File: src/shared/acsg_defines.vh
`ifndef ACSG_DEFINES_VH
`define ACSG_DEFINES_VH
// port filter modes
`define ACSG_PMODE_ANY 2'h0
`define ACSG_PMODE_SPEC 2'h1
`define ACSG_PMODE_RANGE 2'h2
// tcp flag selector codes
`define ACSG_FLAG_ZERO 2'h0
`define ACSG_FLAG_ONE 2'h1
`define ACSG_FLAG_ANY 2'h2
// flag bit positions in the parsed flag byte
`define ACSG_BIT_FIN 0
`define ACSG_BIT_SYN 1
`define ACSG_BIT_RST 2
`define ACSG_BIT_PSH 3
`define ACSG_BIT_ACK 4
`define ACSG_BIT_URG 5
// ethertype limits and refused codes
`define ACSG_ETYPE_MIN 16'h0600
`define ACSG_ETYPE_IPV4 16'h0800
`define ACSG_ETYPE_ARP 16'h0806
`define ACSG_ETYPE_IPV6 16'h86dd
// dynamic client limit codes
`define ACSG_LIM_0 2'h0
`define ACSG_LIM_1 2'h1
`define ACSG_LIM_2 2'h2
`define ACSG_LIM_UNL 2'h3
// reset values
`define ACSG_RST_PMODE 2'h0
`define ACSG_RST_FLAG 2'h2
`endif

File: src/core/acsg_port_guard.v
`include "acsg_defines.vh"

// per-port dynamic binding counter and forwarding gate
module acsg_port_guard #(
    parameter CW = 8
) (
    // clock and reset
    input wire clock,
    input wire rst,
    // configuration
    input wire active,
    input wire [1:0] dyn_limit,
    // binding events
    input wire learn_req,
    input wire remove_req,
    input wire convert_cmd,
    // frame qualifiers
    input wire is_ip,
    input wire static_hit,
    input wire dynamic_hit,
    // results
    output wire learn_ok,
    output wire forward_ok,
    output wire [CW-1:0] dyn_count
);
    reg [CW-1:0] count_ff;
    reg [CW-1:0] nxt_count;
    reg at_limit;

    // limit check; unlimited saturates at an all-ones count
    always @* begin
        case (dyn_limit)
            `ACSG_LIM_0: at_limit = 1'b1;
            `ACSG_LIM_1: at_limit = (count_ff >= 1);
            `ACSG_LIM_2: at_limit = (count_ff >= 2);
            default: at_limit = (count_ff == {CW{1'b1}});
        endcase
    end

    assign learn_ok = learn_req & ~at_limit;

    // convert moves all dynamic entries to static, emptying the count
    always @* begin
        nxt_count = count_ff;
        if (convert_cmd) begin
            nxt_count = {CW{1'b0}};
        end else if (learn_ok && !remove_req) begin
            nxt_count = count_ff + 1'b1;
        end else if (remove_req && !learn_ok && count_ff != 0) begin
            nxt_count = count_ff - 1'b1;
        end
    end

    always @(posedge clock) begin
        if (rst) begin
            count_ff <= {CW{1'b0}};
        end else begin
            count_ff <= nxt_count;
        end
    end

    // non-ip traffic is not the guard's business
    assign forward_ok = ~active | ~is_ip | static_hit |
        ((dyn_limit != `ACSG_LIM_0) & dynamic_hit);
    assign dyn_count = count_ff;
endmodule

File: src/core/acsg_classifier.v
//
// Functional notes
// source any ignores source port
// source specific matches equal port
// source range matches port within bounds
// destination any ignores destination port
// destination specific matches equal port
// destination range matches port within bounds
// fin selector zero, one or any
// syn selector zero, one or any
// rst selector zero, one or any
// psh selector zero, one or any
// ack selector zero, one or any
// urg selector zero, one or any
// ethertype any ignores frame ethertype
// specific ethertype from 0x600, equality match
// ipv4, arp, ipv6 codes refused as value
// global enable rising clears the entry
// guard active needs global and port enable
// per-port limit zero, one, two, unlimited; the code stops unlimited learning at an all-ones count
// limit zero forwards only static-bound ip
// convert turns dynamic bindings into static
// match needs every cared field satisfied
// learning refused at limit, bindings kept
//
`include "acsg_defines.vh"

module acsg_classifier #(
    parameter NPORTS = 4,
    parameter CW = 8
) (
    // clock and reset
    input wire clock,
    input wire rst,
    // entry configuration, taken when cfg_write is high
    input wire cfg_write,
    input wire [1:0] cfg_src_mode,
    input wire [15:0] cfg_src_lo,
    input wire [15:0] cfg_src_hi,
    input wire [1:0] cfg_dst_mode,
    input wire [15:0] cfg_dst_lo,
    input wire [15:0] cfg_dst_hi,
    input wire [11:0] cfg_flag_sel,
    input wire cfg_etype_spec,
    input wire [15:0] cfg_etype_val,
    // entry status
    output reg entry_valid,
    output reg cfg_reject,
    // parsed frame from the forwarding pipeline
    input wire frm_valid,
    input wire [15:0] frm_etype,
    input wire frm_is_tcp,
    input wire frm_is_l4,
    input wire [15:0] frm_src_port,
    input wire [15:0] frm_dst_port,
    input wire [5:0] frm_tcp_flags,
    input wire [NPORTS-1:0] frm_port_onehot,
    input wire frm_is_ip,
    input wire frm_static_hit,
    input wire frm_dynamic_hit,
    // classification result
    output reg res_valid,
    output reg res_match,
    output reg res_forward,
    // source guard configuration
    input wire guard_global_en,
    input wire [NPORTS-1:0] guard_port_en,
    input wire [2*NPORTS-1:0] guard_dyn_limit,
    input wire convert_cmd,
    // binding learning
    input wire [NPORTS-1:0] learn_req,
    input wire [NPORTS-1:0] remove_req,
    output wire [NPORTS-1:0] learn_ok,
    output wire [NPORTS-1:0] guard_active,
    output wire [CW*NPORTS-1:0] dyn_count
);
    ////////////////////////////////////////////////////////////////////////
    // stored entry
    reg [1:0] src_mode_ff, dst_mode_ff;
    reg [15:0] src_lo_ff, src_hi_ff, dst_lo_ff, dst_hi_ff;
    reg [11:0] flag_sel_ff;
    reg etype_spec_ff;
    reg [15:0] etype_val_ff;
    reg valid_ff, reject_ff, glob_ff;
    wire etype_bad;
    wire glob_rise;

    // port criterion; bounds inclusive, swapped bounds never match
    function port_ok;
        input [1:0] mode;
        input [15:0] lo;
        input [15:0] hi;
        input [15:0] port;
        begin
            case (mode)
                `ACSG_PMODE_ANY: port_ok = 1'b1;
                `ACSG_PMODE_SPEC: port_ok = (port == lo);
                `ACSG_PMODE_RANGE: port_ok = (port >= lo) && (port <= hi);
                default: port_ok = 1'b0;
            endcase
        end
    endfunction

    // flag criterion
    function flag_ok;
        input [1:0] sel;
        input bit_val;
        begin
            case (sel)
                `ACSG_FLAG_ZERO: flag_ok = ~bit_val;
                `ACSG_FLAG_ONE: flag_ok = bit_val;
                default: flag_ok = 1'b1;
            endcase
        end
    endfunction

    // value check; the three refused codes keep the old entry
    assign etype_bad = cfg_etype_spec &&
        ((cfg_etype_val < `ACSG_ETYPE_MIN) ||
         (cfg_etype_val == `ACSG_ETYPE_IPV4) ||
         (cfg_etype_val == `ACSG_ETYPE_ARP) ||
         (cfg_etype_val == `ACSG_ETYPE_IPV6));
    assign glob_rise = guard_global_en & ~glob_ff;

    // entry storage; the enable edge wins over a same-cycle write
    always @(posedge clock) begin
        if (rst) begin
            src_mode_ff <= `ACSG_RST_PMODE;
            dst_mode_ff <= `ACSG_RST_PMODE;
            src_lo_ff <= 16'h0000;
            src_hi_ff <= 16'h0000;
            dst_lo_ff <= 16'h0000;
            dst_hi_ff <= 16'h0000;
            flag_sel_ff <= {6{`ACSG_RST_FLAG}};
            etype_spec_ff <= 1'b0;
            etype_val_ff <= 16'h0000;
            valid_ff <= 1'b0;
            reject_ff <= 1'b0;
            glob_ff <= 1'b0;
        end else begin
            glob_ff <= guard_global_en;
            if (glob_rise) begin
                valid_ff <= 1'b0;
                src_mode_ff <= `ACSG_RST_PMODE;
                dst_mode_ff <= `ACSG_RST_PMODE;
                flag_sel_ff <= {6{`ACSG_RST_FLAG}};
                etype_spec_ff <= 1'b0;
            end else if (cfg_write) begin
                reject_ff <= etype_bad;
                if (!etype_bad) begin
                    src_mode_ff <= cfg_src_mode;
                    src_lo_ff <= cfg_src_lo;
                    src_hi_ff <= cfg_src_hi;
                    dst_mode_ff <= cfg_dst_mode;
                    dst_lo_ff <= cfg_dst_lo;
                    dst_hi_ff <= cfg_dst_hi;
                    flag_sel_ff <= cfg_flag_sel;
                    etype_spec_ff <= cfg_etype_spec;
                    etype_val_ff <= cfg_etype_val;
                    valid_ff <= 1'b1;
                end
            end
        end
    end

    always @* begin
        entry_valid = valid_ff;
        cfg_reject = reject_ff;
    end

    ////////////////////////////////////////////////////////////////////////
    // match evaluation
    wire src_hit, dst_hit, etype_hit;
    wire [5:0] flag_hit;
    wire flags_all;
    wire match_now;

    // non-l4 frames carry no ports and fail a port criterion
    assign src_hit = (src_mode_ff == `ACSG_PMODE_ANY) ||
        (frm_is_l4 && port_ok(src_mode_ff, src_lo_ff, src_hi_ff,
        frm_src_port));
    assign dst_hit = (dst_mode_ff == `ACSG_PMODE_ANY) ||
        (frm_is_l4 && port_ok(dst_mode_ff, dst_lo_ff, dst_hi_ff,
        frm_dst_port));

    // one selector per flag: fin syn rst psh ack urg
    genvar gi;
    generate
        for (gi = 0; gi < 6; gi = gi + 1) begin : g_flag
            assign flag_hit[gi] = flag_ok(flag_sel_ff[2*gi+1:2*gi],
                frm_tcp_flags[gi]);
        end
    endgenerate

    // flag criteria only bite on tcp frames
    assign flags_all = ~frm_is_tcp | (&flag_hit);
    assign etype_hit = ~etype_spec_ff ||
        (frm_etype == etype_val_ff);
    assign match_now = valid_ff & src_hit & dst_hit & flags_all &
        etype_hit;

    ////////////////////////////////////////////////////////////////////////
    // source guard per port
    wire [NPORTS-1:0] fwd_vec;
    wire [NPORTS-1:0] frm_on_port;

    generate
        for (gi = 0; gi < NPORTS; gi = gi + 1) begin : g_port
            assign guard_active[gi] = guard_global_en &
                guard_port_en[gi];
            assign frm_on_port[gi] = frm_valid & frm_port_onehot[gi];
            acsg_port_guard #(
                .CW(CW)
            ) u_guard (
                .clock(clock),
                .rst(rst),
                .active(guard_active[gi]),
                .dyn_limit(guard_dyn_limit[2*gi+1:2*gi]),
                .learn_req(learn_req[gi] & guard_active[gi]),
                .remove_req(remove_req[gi]),
                .convert_cmd(convert_cmd),
                .is_ip(frm_is_ip & frm_on_port[gi]),
                .static_hit(frm_static_hit),
                .dynamic_hit(frm_dynamic_hit),
                .learn_ok(learn_ok[gi]),
                .forward_ok(fwd_vec[gi]),
                .dyn_count(dyn_count[CW*gi+CW-1:CW*gi])
            );
        end
    endgenerate

    // registered result, one cycle after the frame strobe
    always @(posedge clock) begin
        if (rst) begin
            res_valid <= 1'b0;
            res_match <= 1'b0;
            res_forward <= 1'b0;
        end else begin
            res_valid <= frm_valid;
            res_match <= frm_valid & match_now;
            res_forward <= frm_valid & (&fwd_vec);
        end
    end
endmodule

File: config.mk
export PLATFORM = sky130hd
export DESIGN_NAME = acsg_classifier
export DESIGN_NICKNAME = d
export VERILOG_FILES = /design/src/core/acsg_port_guard.v /design/src/core/acsg_classifier.v
export VERILOG_INCLUDE_DIRS = /design/src /design/src/shared
export SDC_FILE = /design/constraint.sdc
export NUM_CORES = 1
export LEC_CHECK = 0
export BUFFER_PORTS_ARGS = -buffer_cell sky130_fd_sc_hd__buf_2
export CORE_AREA = 2 2 174 176
export CTS_CLUSTER_SIZE = 40
export DETAILED_ROUTE_END_ITERATION = 16
export DIE_AREA = 0 0 176 178
export PLACE_DENSITY = 0.52
export SLEW_MARGIN = 20
export SYNTH_ARGS = -nofsm -noshare
export SYNTH_HDL_FRONTEND = slang
export SYNTH_SLANG_ARGS = --single-unit
File: constraint.sdc
create_clock -name clock -period 2.9 [get_ports clock]
set_clock_uncertainty 0.2 [all_clocks]
set_input_delay 0.29 -clock clock [delete_from_list [all_inputs] [get_ports clock]]
set_output_delay 0.29 -clock clock [all_outputs]
set_load 0.03 [all_outputs]
==> metrics.cfg <==
[yosys]
synth-seq-cells=135
synth_top_area_cell=dfxtp_1
async_reset_ff_share_pct=0
synthFlopType=dfxtp_1
syn_nets=1370
yosysWarnings=0
synth_edf_count=0
syn_area_um2=8680
yosysSeqAreaShare_pct=31.1
syn_inst=1100
synth_top_area_share_pct=31.1
avgSynthCellArea_um2=7.90
ys_top_cells_by_area=dfxtp_1, ha_1, nand4_1
ys_types=71

[power]
p_per_area_nw_per_um2=720
p_leak_nw=4.82
peakVddDrop_mv=0.678
p_int_mw=5.04
seqPwrFrac_pct=29.3
clkPwrFrac_pct=26.0
switching_share_pct=40.8
combPwrFrac_pct=44.7
p_switching_mw=3.48

[route]
drtIter0Drc=534
wl_met1_um=13800
routed_wl_um=30000
via_count=9259
wl_per_cell_um=16.7
drt_pre_antenna_iters=8
drc=0
wl_met2_um=14200
antenna_left=0
avgViaCountPerCell=5.16
met3_length_um=1390
highest_layer=met4

[setup_path]
cp.required_ns=2.41
worst-path-max-fanout=7
critPathKind=reg -> out
slowest_stage=dfxtp_1
critical_path_buf_inv_count=2
rrSetupSlack_ns=0.24
crit_family=flip-flops
path_cells=inv_1 -> ha_1 -> nor4b_1 -> o211ai_1 -> a21oi_1 -> buf_2
crit_path_max_incr_delay_ns=0.45
end_kind=output pin
arrival_ns=2.24
cp-start-kind=flip-flop

[cts]
cts_tree=built
clockBufferDepth=2
numCtsBuffers=17
htree_num_levels=4
clkSlewWorstSetupHoldPaths_ns=0.07
cts_sinks=135
clock_latency_ns=0.43
cts_root_buffer=clkbuf_16
cts_setup_buffers=0

[cells_and_area]
area_delta_synth_final_pct=36.2
num-nets-final=1660
fin_util_pct=40.2
fin_cells=1793
drive_gt1_share_pct=21.8
num_antenna_cells=0
fin_area_um2=11800

[die]
core_um2=29400
die_h_um=178
start_util_pct=29.5
chipWidth_um=176
io_pins=231
dieArea_um2=31300
num_rows=63

[grt]
antenna_found_initial=0
grt_pass1_vias=9153
grt_first_pass_wirelength_um=47700
track_usage_pct=19.0
grt_max_degree=92
gr-total-overflow=0

[job]
cap_violations=0

[timing]
setup_viol=0
hold_slack_ns=0.0347
fin_tns_setup_ns=0
rsz0062_at_grt=no
fmax_mhz=367
relSlewSlack_pct=57.8
drv_slew=0
post-route-min-period_ns=2.73
hold_violations=0
worst_pin_slew_ns=0.633
period_share_pct=94.1

[placed_design]
placed_area_um2=10200
gpl.final_weighted_congestion=0.859
post-place-cells=1661
io_buffer_count=230
dpl.hpwl_um=21200

[worst_hold_path]
hold_path_class=in -> reg

[outcome]
outcome=complete, no violations

## final timing paths
| kind | startpoint | to | depth (start not counted) |
|---|---|---|---|
| max reg2reg | g_port[3].u_guard.dyn_count[0]$_SDFFE_PP0P_ | g_port[3].u_guard.dyn_count[4]$_SDFFE_PP0P_ | 8 |
| max | g_port[3].u_guard.dyn_count[0]$_SDFFE_PP0P_ | learn_ok[3] | 6 |
| min | convert_cmd | g_port[1].u_guard.dyn_count[3]$_SDFFE_PP0P_ | 3 |
| min reg2reg | cfg_reject$_SDFFE_PP0P_ | cfg_reject$_SDFFE_PP0P_ | 2 |
## layer usage
metal	track usage, %	vias up
li1	-	4627
met3	3.39	40
met5	0	-
met1	24.7	4335
met2	31.9	257
met4	6.13	0
## sequential cells by signal, indices dropped and copies added, names as in the netlist
name and cells:
g_port.u_guard.dyn_count 32, dst_hi_ff 16, dst_lo_ff 16, etype_val_ff 16, src_hi_ff 16, src_lo_ff 16, flag_sel_ff 12, dst_mode_ff 2
src_mode_ff 2, cfg_reject 1, entry_valid 1, etype_spec_ff 1, glob_ff 1, res_forward 1, res_match 1, res_valid 1
## what timing repair did
item,CTS,global route
endpoints found under the hold margin,99,0
setup endpoints to repair,0,5
hold buffers,100,0
gates resized for setup,0,5
## worst reg2reg max path, stage by stage, from the launching register on
cell      delay [ns]
dfxtp_1         0.45
inv_1           0.13
ha_1            0.22
nor4b_1         0.39
o211ai_1        0.21
a211oi_4        0.48
nand4_1         0.18
a211o_1         0.31
nand2_1         0.05
## cell usage in the layout, fill, tap and decap left out, types with 18 or more instances in the layout
cell type,n
o21ai_1,102
nor2_1,35
dfxtp_1,135
dlygate4sd3_1,100
ha_1,84
buf_4,18
nand2_1,41
buf_2,228
xnor2_1,27
a21oi_1,131
inv_1,86
nand4_1,109
nand3_1,69
## per-stage QoR
stage,setup WS (ns),power [mW]
after floorplan,0.182,5.14
after global placement,0.255,6.13
after detailed placement,0.208,6.15
after CTS,0.0212,8.55
after global routing,0.00776,9.14
final,0.172,8.52
## cell type report
type	count	area (um2)
fill	3051	17600
multi-input combinational	800	5370
sequential	135	2700
timing repair buffer	350	2360
tap	390	488
clock buffer	20	447
inverter	86	323
clock inverter	12	144
## power groups by stage
stage | clock network [mW] | logic [mW] | registers [mW]
3_3_place_gp | 0 | 3.61 | 2.53
3_5_place_dp | 0 | 3.63 | 2.53
2_1_floorplan | 0 | 2.36 | 2.78
6_report | 2.22 | 3.80 | 2.50
4_1_cts | 2.28 | 3.78 | 2.49
5_1_grt | 2.37 | 4.22 | 2.55
## logic make-up after synthesis
logic type / after synthesis / share of synthesized area (%)
and+or+nand+nor: 358 / 23.7
AOI/OAI and AO/OA: 313 / 20.7
buffers and inverters: 165 / 7.64
DFF: 135 / 31.1
adders and majority gates: 84 / 12.1
xor gates and xnor gates: 32 / 3.23
muxes: 13 / 1.51
## synthesized netlist by cell type (5+ instances only)
master / number
o211ai_1: 8
dfxtp_1: 135
nor3b_1: 7
and3_1: 11
a21oi_1: 132
a21o_1: 7
nand2b_1: 5
mux2i_1: 12
o21ai_1: 102
nor2_1: 35
or3_1: 10
o31ai_1: 5
xor2_1: 5
nand3_1: 69
buf_1: 18
and2_1: 6
o21ai_0: 13
nor2b_1: 7
clkbuf_1: 42
nand2_1: 42
nand4_1: 109
xnor2_1: 27
buf_4: 8
ha_1: 84
buf_2: 11
inv_1: 86
nor3_1: 17
nor4_1: 8
Power figures use the tool's default switching activity.
